$ cat src/core/refmon_pkg.sv
// Shared constants and carrier types for the reference clock monitor
package refmon_pkg;
   localparam int NUM_REFS = 2;
   localparam int CNT_W = 24;
   localparam int PPM_W = 16;
   localparam int SLEW_W = 24;
   // Crystal range limits in kHz
   localparam int XTAL_MIN_KHZ = 9000;
   localparam int XTAL_MAX_KHZ = 160000;
   localparam int CLK_KHZ = 20000;
   // Crystal gate window: 1 ms of the system clock
   localparam int XTAL_GATE_US = 1000;
   localparam int XTAL_GATE_CYC = CLK_KHZ * XTAL_GATE_US / 1000;
   localparam int XTAL_MIN_CNT = XTAL_MIN_KHZ * XTAL_GATE_US / 1000;
   localparam int XTAL_MAX_CNT = XTAL_MAX_KHZ * XTAL_GATE_US / 1000;
   // Reset values of status
   localparam logic FLAG_RESET = 1'b1;

   // Per-reference monitor configuration
   typedef struct packed {
      logic freq_en;
      logic late_en;
      logic early_en;
      logic pps_en;
      logic valid_en;
      logic [CNT_W-1:0] nominal;
      logic [CNT_W-1:0] late_win;
      logic [CNT_W-1:0] early_win;
      logic [CNT_W-1:0] jitter_margin;
      logic [CNT_W-1:0] valid_time;
      logic [CNT_W-1:0] freq_gate;
      logic [PPM_W-1:0] ppm_valid;
      logic [PPM_W-1:0] ppm_invalid;
   } ref_cfg_t;

   // Per-reference monitor flags
   typedef struct packed {
      logic freq_fault;
      logic window_fault;
      logic pps_fault;
      logic qualified;
   } ref_stat_t;

   // Phase slew configuration
   typedef struct packed {
      logic enable;
      logic [SLEW_W-1:0] step_limit;
      logic [SLEW_W-1:0] timer;
   } slew_cfg_t;
endpackage

$ cat src/core/ref_channel.sv
// One reference input: frequency, window, 1-PPS monitors and validation
`timescale 1ns/100ps
module ref_channel
   import refmon_pkg::*;
(
   input wire logic clk_in,
   input wire logic rst_in,
   input wire logic edge_in,
   input wire ref_cfg_t cfg_in,
   output ref_stat_t stat_out
);
   typedef enum logic [1:0] {MEAS, EVAL} fstate_t;
   logic freq_on, late_on, early_on, pps_on;
   logic [CNT_W-1:0] period, next_period;
   logic [CNT_W-1:0] gate, next_gate;
   logic [CNT_W-1:0] edges, next_edges;
   logic [CNT_W-1:0] vtime, next_vtime;
   logic [CNT_W-1:0] err;
   logic late_f, next_late_f, early_f, next_early_f;
   logic pps_f, next_pps_f, freq_f, next_freq_f;
   logic qual, next_qual, any_flag;
   fstate_t fst, next_fst;

   // Exclusive monitor enables; early needs late; PPS disables others
   assign pps_on = cfg_in.pps_en;
   assign freq_on = cfg_in.freq_en & ~pps_on;
   assign late_on = cfg_in.late_en & ~pps_on;
   assign early_on = cfg_in.early_en & late_on;
   assign any_flag = (freq_on & freq_f) | (late_on & late_f)
      | (early_on & early_f) | (pps_on & pps_f);

   // Ppm error of counted edges against expected count (unscaled absolute difference)
   always_comb begin
      if (edges > cfg_in.nominal)
         err = edges - cfg_in.nominal;
      else
         err = cfg_in.nominal - edges;
   end

   // Window detectors, ppm detector and validation timer
   always_comb begin
      next_period = period + 1'b1;
      next_late_f = late_f;
      next_early_f = early_f;
      next_pps_f = pps_f;
      next_freq_f = freq_f;
      next_gate = gate + 1'b1;
      next_edges = edges + {{(CNT_W-1){1'b0}}, edge_in};
      next_fst = fst;
      next_vtime = vtime;
      next_qual = qual;
      if (edge_in) begin
         next_period = '0;
         if (period < cfg_in.nominal - cfg_in.early_win)
            next_early_f = 1'b1;
         else
            next_early_f = 1'b0;
         // A gap inside the late window keeps a gapped input locked
         next_late_f = 1'b0;
         next_pps_f = 1'b0;
      end else begin
         if (period >= cfg_in.nominal + cfg_in.late_win)
            next_late_f = 1'b1;
         if (period >= cfg_in.nominal + cfg_in.jitter_margin)
            next_pps_f = 1'b1;
      end
      if (!late_on) next_late_f = 1'b0;
      if (!early_on) next_early_f = 1'b0;
      if (!pps_on) next_pps_f = 1'b0;
      // Gate length sets accuracy and averaging, hence delay
      case (fst)
         MEAS: begin
            if (gate >= cfg_in.freq_gate) next_fst = EVAL;
         end
         EVAL: begin
            if (err < cfg_in.ppm_valid) next_freq_f = 1'b0;
            else if (err > cfg_in.ppm_invalid) next_freq_f = 1'b1;
            next_gate = '0;
            next_edges = '0;
            next_fst = MEAS;
         end
         default: next_fst = MEAS;
      endcase
      if (!freq_on) next_freq_f = 1'b0;
      // Qualification only after flag-free validation time
      if (any_flag) begin
         next_vtime = '0;
         next_qual = 1'b0;
      end else if (!cfg_in.valid_en || vtime >= cfg_in.valid_time) begin
         next_qual = 1'b1;
      end else begin
         next_vtime = vtime + 1'b1;
      end
   end

   // State registers, all flags but the early flag set at reset
   always_ff @(posedge clk_in) begin
      if (rst_in) begin
         period <= '0;
         gate <= '0;
         edges <= '0;
         vtime <= '0;
         fst <= MEAS;
         late_f <= FLAG_RESET;
         early_f <= 1'b0;
         pps_f <= FLAG_RESET;
         freq_f <= FLAG_RESET;
         qual <= 1'b0;
      end else begin
         period <= next_period;
         gate <= next_gate;
         edges <= next_edges;
         vtime <= next_vtime;
         fst <= next_fst;
         late_f <= next_late_f;
         early_f <= next_early_f;
         pps_f <= next_pps_f;
         freq_f <= next_freq_f;
         qual <= next_qual;
      end
   end

   assign stat_out.freq_fault = freq_f;
   assign stat_out.window_fault = late_f | early_f;
   assign stat_out.pps_fault = pps_f;
   assign stat_out.qualified = qual;

   // Late pulse must raise window flag within a cycle
   late_flag_a: assert property (@(posedge clk_in) disable iff (rst_in)
      late_on && !edge_in && period >= cfg_in.nominal + cfg_in.late_win
      |=> late_f) else $error("late flag missed");
   pps_excl_a: assert property (@(posedge clk_in) disable iff (rst_in)
      pps_on |=> !freq_f && !late_f && !early_f)
      else $error("pps input kept other flags");
   early_gate_a: assert property (@(posedge clk_in) disable iff (rst_in)
      !late_on |=> !early_f) else $error("early alone");
   qual_clear_a: assert property (@(posedge clk_in) disable iff (rst_in)
      any_flag |=> !qual) else $error("qualified with flag");
endmodule

$ cat src/core/phase_slew.sv
// Phase offset removal limited in step size and step rate
`timescale 1ns/100ps
module phase_slew
   import refmon_pkg::*;
(
   input wire logic clk_in,
   input wire logic rst_in,
   input wire slew_cfg_t cfg_in,
   input wire logic event_in,
   input wire logic cancel_en_in,
   input wire logic signed [SLEW_W-1:0] offset_in,
   output logic signed [SLEW_W-1:0] phase_out,
   output logic busy_out
);
   logic signed [SLEW_W-1:0] resid, next_resid;
   logic [SLEW_W-1:0] tick, next_tick;
   logic signed [SLEW_W-1:0] lim;

   assign lim = signed'(cfg_in.step_limit);

   // Residual offset removed by at most one step per timer period
   always_comb begin
      next_resid = resid;
      next_tick = tick + 1'b1;
      if (event_in) begin
         if (cfg_in.enable || cancel_en_in)
            next_resid = offset_in;
         else
            next_resid = '0;
         next_tick = '0;
      end else if (cfg_in.enable && tick >= cfg_in.timer) begin
         next_tick = '0;
         if (resid > lim) next_resid = resid - lim;
         else if (resid < -lim) next_resid = resid + lim;
         else next_resid = '0;
      end
   end

   always_ff @(posedge clk_in) begin
      if (rst_in) begin
         resid <= '0;
         tick <= '0;
      end else begin
         resid <= next_resid;
         tick <= next_tick;
      end
   end

   // Output phase held back by residual build-out
   always_ff @(posedge clk_in) begin
      if (rst_in) phase_out <= '0;
      else phase_out <= resid;
   end
   assign busy_out = (resid != '0);

   step_bound_a: assert property (@(posedge clk_in) disable iff (rst_in)
      cfg_in.enable && !event_in && resid > lim |=>
      resid == $past(resid) || resid == $past(resid) - lim)
      else $error("slew step too large");
endmodule

$ cat src/core/refclk_monitor.sv
// Overview of operation
// - Phase slew limits output transient on switching and holdover exit.
// - Build-out offset removed gradually by step limit per timer period.
// - Slew also applies on lock acquisition and unlocked-input switching.
// - Without cancellation or slew, switching offset passes straight through.
// - Gapped input yields gapless output at its average frequency.
// - Ppm detector and phase-valid monitor never both enabled.
// - Crystal loss flag clear only between 9 and 160 MHz.
// - Bypass makes the crystal always valid for PLL control.
// - Bypass leaves the crystal loss flag untouched.
// - Monitors independent per input; 1-PPS uses phase-valid only.
// - Qualified only after flag-free validation time.
// - Disabled monitors raise no flag and are ignored.
// - Pins show all inputs; status shows the selected input only.
// - Ppm flag clears below valid, sets above invalid, else holds.
// - Finer accuracy or more averaging lengthens measurement delay.
// - Late detector flags when no pulse by nominal plus late window.
// - Late and early share a detector; flags ORed.
// - Early detector flags pulses before nominal minus early window.
// - Early detection works only with late detection enabled.
// - 1-PPS pulse late past nominal plus jitter margin flags at once.
`timescale 1ns/100ps
module refclk_monitor
   import refmon_pkg::*;
#(
   parameter int REFS = NUM_REFS
)
(
   input wire logic clk_in,
   input wire logic rst_in,
   input wire logic crystal_input_in,
   input wire logic [REFS-1:0] ref_clk_in,
   input wire ref_cfg_t [REFS-1:0] ref_cfg_in,
   input wire logic crystal_detector_bypass_in,
   input wire logic [$clog2(REFS+1)-1:0] selected_ref_in,
   input wire slew_cfg_t slew_cfg_in,
   input wire logic phase_cancel_en_in,
   input wire logic switch_event_in,
   input wire logic signed [SLEW_W-1:0] switch_offset_in,
   output ref_stat_t [REFS-1:0] ref_pin_stat_out,
   output logic [REFS-1:0] ref_qualified_out,
   output logic reference_freq_fault_flag_out,
   output logic reference_window_fault_flag_out,
   output logic crystal_freq_loss_flag_out,
   output logic crystal_valid_out,
   output logic signed [SLEW_W-1:0] slew_phase_out,
   output logic slew_busy_out
);
   typedef enum logic [1:0] {GATE, JUDGE} xstate_t;
   logic [REFS-1:0] ref_s1, ref_s2, ref_s3;
   logic xo_s1, xo_s2, xo_s3;
   logic [REFS-1:0] ref_edge;
   logic xo_edge;
   logic [31:0] xgate, next_xgate;
   logic [31:0] xcount, next_xcount;
   logic xloss, next_xloss;
   xstate_t xst, next_xst;
   ref_stat_t [REFS-1:0] stat;
   ref_stat_t sel_stat;

   // Elaboration check on the number of inputs
   if (REFS < 1 || REFS > 8) begin : g_bad_refs
      $error("REFS out of range");
   end

   // Two-stage synchronisers then edge detect on later stages
   always_ff @(posedge clk_in) begin
      if (rst_in) begin
         ref_s1 <= '0;
         ref_s2 <= '0;
         ref_s3 <= '0;
         xo_s1 <= 1'b0;
         xo_s2 <= 1'b0;
         xo_s3 <= 1'b0;
      end else begin
         ref_s1 <= ref_clk_in;
         ref_s2 <= ref_s1;
         ref_s3 <= ref_s2;
         xo_s1 <= crystal_input_in;
         xo_s2 <= xo_s1;
         xo_s3 <= xo_s2;
      end
   end
   assign ref_edge = ref_s2 & ~ref_s3;
   assign xo_edge = xo_s2 & ~xo_s3;

   // Independent monitor set per reference input
   generate
      for (genvar i = 0; i < REFS; i++) begin : g_ref
         ref_channel u_ch (
            .clk_in(clk_in),
            .rst_in(rst_in),
            .edge_in(ref_edge[i]),
            .cfg_in(ref_cfg_in[i]),
            .stat_out(stat[i])
         );
         assign ref_qualified_out[i] = stat[i].qualified;
      end
   endgenerate

   // Pins carry every input's flags
   assign ref_pin_stat_out = stat;

   // Status bits follow the selected input only
   always_comb begin
      sel_stat = '{freq_fault: 1'b1, window_fault: 1'b1,
         pps_fault: 1'b1, qualified: 1'b0};
      for (int k = 0; k < REFS; k++) begin
         if (int'(selected_ref_in) == k)
            sel_stat = stat[k];
      end
   end

   always_ff @(posedge clk_in) begin
      if (rst_in) begin
         reference_freq_fault_flag_out <= FLAG_RESET;
         reference_window_fault_flag_out <= FLAG_RESET;
      end else begin
         reference_freq_fault_flag_out <= sel_stat.freq_fault;
         reference_window_fault_flag_out <= sel_stat.window_fault;
      end
   end

   // Crystal coarse frequency detector over a fixed gate
   always_comb begin
      next_xgate = xgate + 32'h1;
      next_xcount = xcount + {31'h0, xo_edge};
      next_xloss = xloss;
      next_xst = xst;
      case (xst)
         GATE: begin
            if (xgate >= XTAL_GATE_CYC - 1) next_xst = JUDGE;
         end
         JUDGE: begin
            if (xcount >= XTAL_MIN_CNT && xcount <= XTAL_MAX_CNT)
               next_xloss = 1'b0;
            else
               next_xloss = 1'b1;
            next_xgate = '0;
            next_xcount = '0;
            next_xst = GATE;
         end
         default: next_xst = GATE;
      endcase
   end

   always_ff @(posedge clk_in) begin
      if (rst_in) begin
         xgate <= '0;
         xcount <= '0;
         xloss <= FLAG_RESET;
         xst <= GATE;
      end else begin
         xgate <= next_xgate;
         xcount <= next_xcount;
         xloss <= next_xloss;
         xst <= next_xst;
      end
   end

   // Loss flag is the detector's own; bypass only forces validity
   assign crystal_freq_loss_flag_out = xloss;
   assign crystal_valid_out = crystal_detector_bypass_in | ~xloss;

   // Slew on switchover, holdover exit and lock acquisition events
   phase_slew u_slew (
      .clk_in(clk_in),
      .rst_in(rst_in),
      .cfg_in(slew_cfg_in),
      .event_in(switch_event_in),
      .cancel_en_in(phase_cancel_en_in),
      .offset_in(switch_offset_in),
      .phase_out(slew_phase_out),
      .busy_out(slew_busy_out)
   );

   bypass_valid_a: assert property (@(posedge clk_in) disable iff (rst_in)
      crystal_detector_bypass_in |-> crystal_valid_out)
      else $error("bypass not valid");
   xo_judge_a: assert property (@(posedge clk_in) disable iff (rst_in)
      xst == JUDGE && xcount > XTAL_MAX_CNT |=> xloss)
      else $error("crystal over range not flagged");
   xo_hold_a: assert property (@(posedge clk_in) disable iff (rst_in)
      xst == GATE |=> xloss == $past(xloss))
      else $error("crystal flag moved mid gate");
   sel_stat_a: assert property (@(posedge clk_in) disable iff (rst_in)
      selected_ref_in == 0 |=>
      reference_window_fault_flag_out == $past(stat[0].window_fault))
      else $error("status not of selected input");
endmodule

$ cat config.mk
export PLATFORM = sky130hd
export DESIGN_NAME = refclk_monitor
export DESIGN_NICKNAME = d
export VERILOG_FILES = /design/src/core/refmon_pkg.sv /design/src/core/ref_channel.sv /design/src/core/phase_slew.sv /design/src/core/refclk_monitor.sv
export SDC_FILE = /design/constraint.sdc
export NUM_CORES = 2
export LEC_CHECK = 0
export BUFFER_PORTS_ARGS = -buffer_cell sky130_fd_sc_hd__buf_2
export CORE_MARGIN = 4
export CORE_UTILIZATION = 35
export DETAILED_ROUTE_END_ITERATION = 10
export PLACE_DENSITY = 0.58
export RECOVER_POWER = 100
export REMOVE_ABC_BUFFERS = 1
export SYNTH_ARGS = -nofsm -noshare
export SYNTH_HDL_FRONTEND = slang
export SYNTH_SLANG_ARGS = --single-unit
$ cat constraint.sdc
create_clock -name clk_in -period 10.2 [get_ports clk_in]
set_clock_uncertainty 0.15 [all_clocks]
set_input_delay 0.51 -clock clk_in [delete_from_list [all_inputs] [get_ports clk_in]]
set_output_delay 0.51 -clock clk_in [all_outputs]
set_load 0.02 [all_outputs]
==> flow_summary.json <==
{
  "rr_worst_depth": 28,
  "die_height_microns": 329,
  "drtPass1Iterations": 6,
  "wirelength_microns": 112000,
  "cts_max_path_buffers": 3,
  "grt_pass1_vias": 32404,
  "crit_arrival_ps": 7070,
  "rsz0062_at_grt": "false",
  "cts-root-buf": "clkbuf_16",
  "grt_pass1_wl_microns": 175000,
  "yosys.area_share.simple": 0.210,
  "die-area_sq_um": 108000,
  "ys_warn_count": 0,
  "rows": 117,
  "hold_ws_ps": 63.4,
  "grt_max_degree": 63,
  "drc": 0,
  "power_leakage_nw": 19.7,
  "ant_nets": 0,
  "start_kind": "flop",
  "synth_xor_area_frac": 0.102,
  "clkSlewWorstSetupHoldPaths_ps": 70,
  "reg2reg_from": "g_ref[0].u_ch.edges[0]$_SDFF_PP0_",
  "holdPathStages": 3,
  "crit_type": "flop to flop",
  "cts_sinks": 353,
  "htreeDepth": 2,
  "vias": 33795,
  "critPathSlowestCell": "clkbuf_1",
  "synth_enable_flop_cells": 0,
  "status": "finished, violations left",
  "fin_tns_setup_ps": 0,
  "yosysSeqAreaShare": 0.196,
  "post-route-min-period_ps": 6710,
  "min_to": "u_slew.resid[7]$_SDFFE_PP0P_",
  "cts_tree": "built",
  "grt_util_all_layers": 0.198,
  "cts_resized": 0,
  "dp_hpwl_microns": 91100,
  "ys_types": 89,
  "synthFlopType": "dfxtp_1",
  "synthAdderAreaFrac": 0.229,
  "layout.nets": 6181,
  "tightestPinTransition_ps": 3430,
  "synthTopCellsByArea": "ha_1 (22%), dfxtp_1 (20%), xnor2_1 (5.6%), a21oi_1 (4.8%), nor2_1 (4.7%)",
  "grt_overflow": 0,
  "powerDensity_nw_per_um2": 110,
  "timing.rr.end": "g_ref[0].u_ch.freq_f$_SDFFE_PP1P_",
  "via_per_inst": 5.20,
  "port_buffers": 483,
  "hold_start": "switch_offset_in[7]",
  "avgRoutedWirePerCell_microns": 17.2,
  "area_growth_pct": 15.3,
  "insertion_delay_ps": 630,
  "regToRegSetupSlack_ps": 3490,
  "hold_class": "primary input to flop",
  "required_ps": 10560,
  "synthCells": 4649,
  "die_x_microns": 329,
  "synth-seq-cells": 353,
  "worstPathMaxFanout": 36,
  "max_slew_margin": -1.28,
  "failed_checks": "capacitance limit, slew limit",
  "synth_compound_area_frac": 0.197,
  "io_pins": 484,
  "hold_violations": 0,
  "gp_congestion": 0.896,
  "yosysTopAreaCell": "ha_1",
  "end_kind": "flop",
  "setup_viol": 0,
  "synth_top_area_frac": 0.222,
  "synth_area_per_cell_sq_um": 7.77,
  "async_flop_share": 0,
  "mostFrequentLayoutCells": "ha_1 (641), nor2_1 (457), inv_1 (450), buf_2 (441), dfxtp_1 (353)",
  "cp_common_cell": "a21oi_1",
  "synth_mux_area_frac": 0.00530,
  "drt-initial-drc-count": 1949,
  "max_stage_delay_ps": 1270,
  "antenna_found_initial": 13,
  "synth_top_family_by_area": "adder cells",
  "timing.final.crit_share": 0.658,
  "initial_core_util": 0.354,
  "cts_buffers": 48,
  "syn-cell-area_sq_um": 36100,
  "ir_drop_mv": 0.111,
  "drive_gt1_frac": 0.112,
  "maxCapViolCount": 6,
  "finalMaxSlewViolations": 279,
  "max_freq_mhz": 149,
  "layout_commonest_cell": "ha_1",
  "core_sq_um": 102000
}
[flip-flops by register name, indices dropped and copies added, names as in the netlist, 24 cells and up]
register,cells
g_ref.u_ch.edges,48
g_ref.u_ch.gate,48
g_ref.u_ch.period,48
g_ref.u_ch.vtime,48
u_slew.phase_out,24
u_slew.resid,24
u_slew.tick,24
xcount,32
xgate,32
[kinds of logic (layout without fill, tap and decap cells)]
logic type / after synthesis / count (layout)
adder cells (fa/ha/maj): 653 / 653
other: 0 / 7
AND/OR/NAND/NOR: 1524 / 1524
buffers and inverters: 576 / 1049
AO/OA/AOI/OAI: 1104 / 1104
flip-flops: 353 / 353
multiplexers: 19 / 19
XOR/XNOR: 420 / 420
[synthesized netlist by cell type, drive strengths merged (12+ instances only)]
library cell  number
a211o             19
nor4              38
nand3            135
a2111oi           19
nor2b            109
nand4            113
o21ai            220
ha               641
a221o             14
fa                12
nor2             457
xor2             190
a211oi            49
buf               22
and4              16
a31oi             33
a221oi            15
or3               68
a21o             153
inv              450
and2              34
o21a              35
a311oi            14
and3              68
nor3              78
nand2            258
dfxtp            353
a21oi            349
clkbuf           102
mux2i             18
o21bai            48
o211ai            30
nand2b            83
xnor2            230
or2               27
[worst max-delay path: cells and delay by family, from the launching register on]
kind	cells	cell delay (ps)
AOI/OAI and AO/OA	18	3240
xor gates and xnor gates	1	200
adders and majority gates	3	710
buffers and inverters	3	1410
DFF	1	360
muxes	1	190
and+or+nand+nor	2	340
[worst max path at each step]
stage               slack, ps                                 to                               from
floorplan                4530  g_ref[0].u_ch.freq_f$_SDFFE_PP1P_                    ref_cfg_in[152]
global placement         3930  g_ref[1].u_ch.freq_f$_SDFFE_PP1P_                    ref_cfg_in[334]
detailed placement       3870  g_ref[1].u_ch.freq_f$_SDFFE_PP1P_                    ref_cfg_in[334]
CTS                      4220  g_ref[1].u_ch.freq_f$_SDFFE_PP1P_  g_ref[1].u_ch.edges[0]$_SDFF_PP0_
global route             2950  g_ref[0].u_ch.freq_f$_SDFFE_PP1P_  g_ref[0].u_ch.edges[0]$_SDFF_PP0_
finish                   3490  g_ref[0].u_ch.freq_f$_SDFFE_PP1P_  g_ref[0].u_ch.edges[0]$_SDFF_PP0_
[what timing repair did]
item                       CTS  global route
setup buffers                0             0
hold endpoints to repair    14             0
hold buffers                15             0
setup endpoints to repair    0             0
[stage by stage]
step           setup slack, ps  std cells  total power (W)   util  instance area, sq um
2_1_floorplan             4530       4525          0.00233      -                 35600
3_3_place_gp              3930       6386          0.00274  0.390                 39800
3_5_place_dp              3870       6386          0.00275  0.390                 39800
4_1_cts                   4220       6490          0.00467  0.409                 41700
5_1_grt                   2950       6490          0.00488  0.408                 41700
6_report                  3490       6497          0.00460  0.408                 41700
[area by class of cell]
type	instances	area [sq um]
Antenna cell	7	17.5
Clock buffer	62	1370
Clock inverter	27	388
Fill cell	10641	60500
Inverter	452	1700
Multi-Input combinational cell	3720	26900
Sequential cell	353	7070
Tap cell	1368	1710
Timing Repair Buffer	508	2570
[report_power, final]
group	switching, W	internal, W	leakage (nW)
clock	0.000731	0.00113	0.841
combinational	0.000749	0.000546	16.0
sequential	0.0000345	0.00141	2.86
total	0.00152	0.00308	19.7
[per-layer routing]
layer  up-vias  wire length [microns]  GRT usage
met3       153                   6590     0.0305
li1      17310                      -          -
met5         -                     61          0
met2       867                  50900      0.333
met1     15457                  51700      0.266
met4         8                   2680     0.0515
Power figures use the tool's default switching activity.
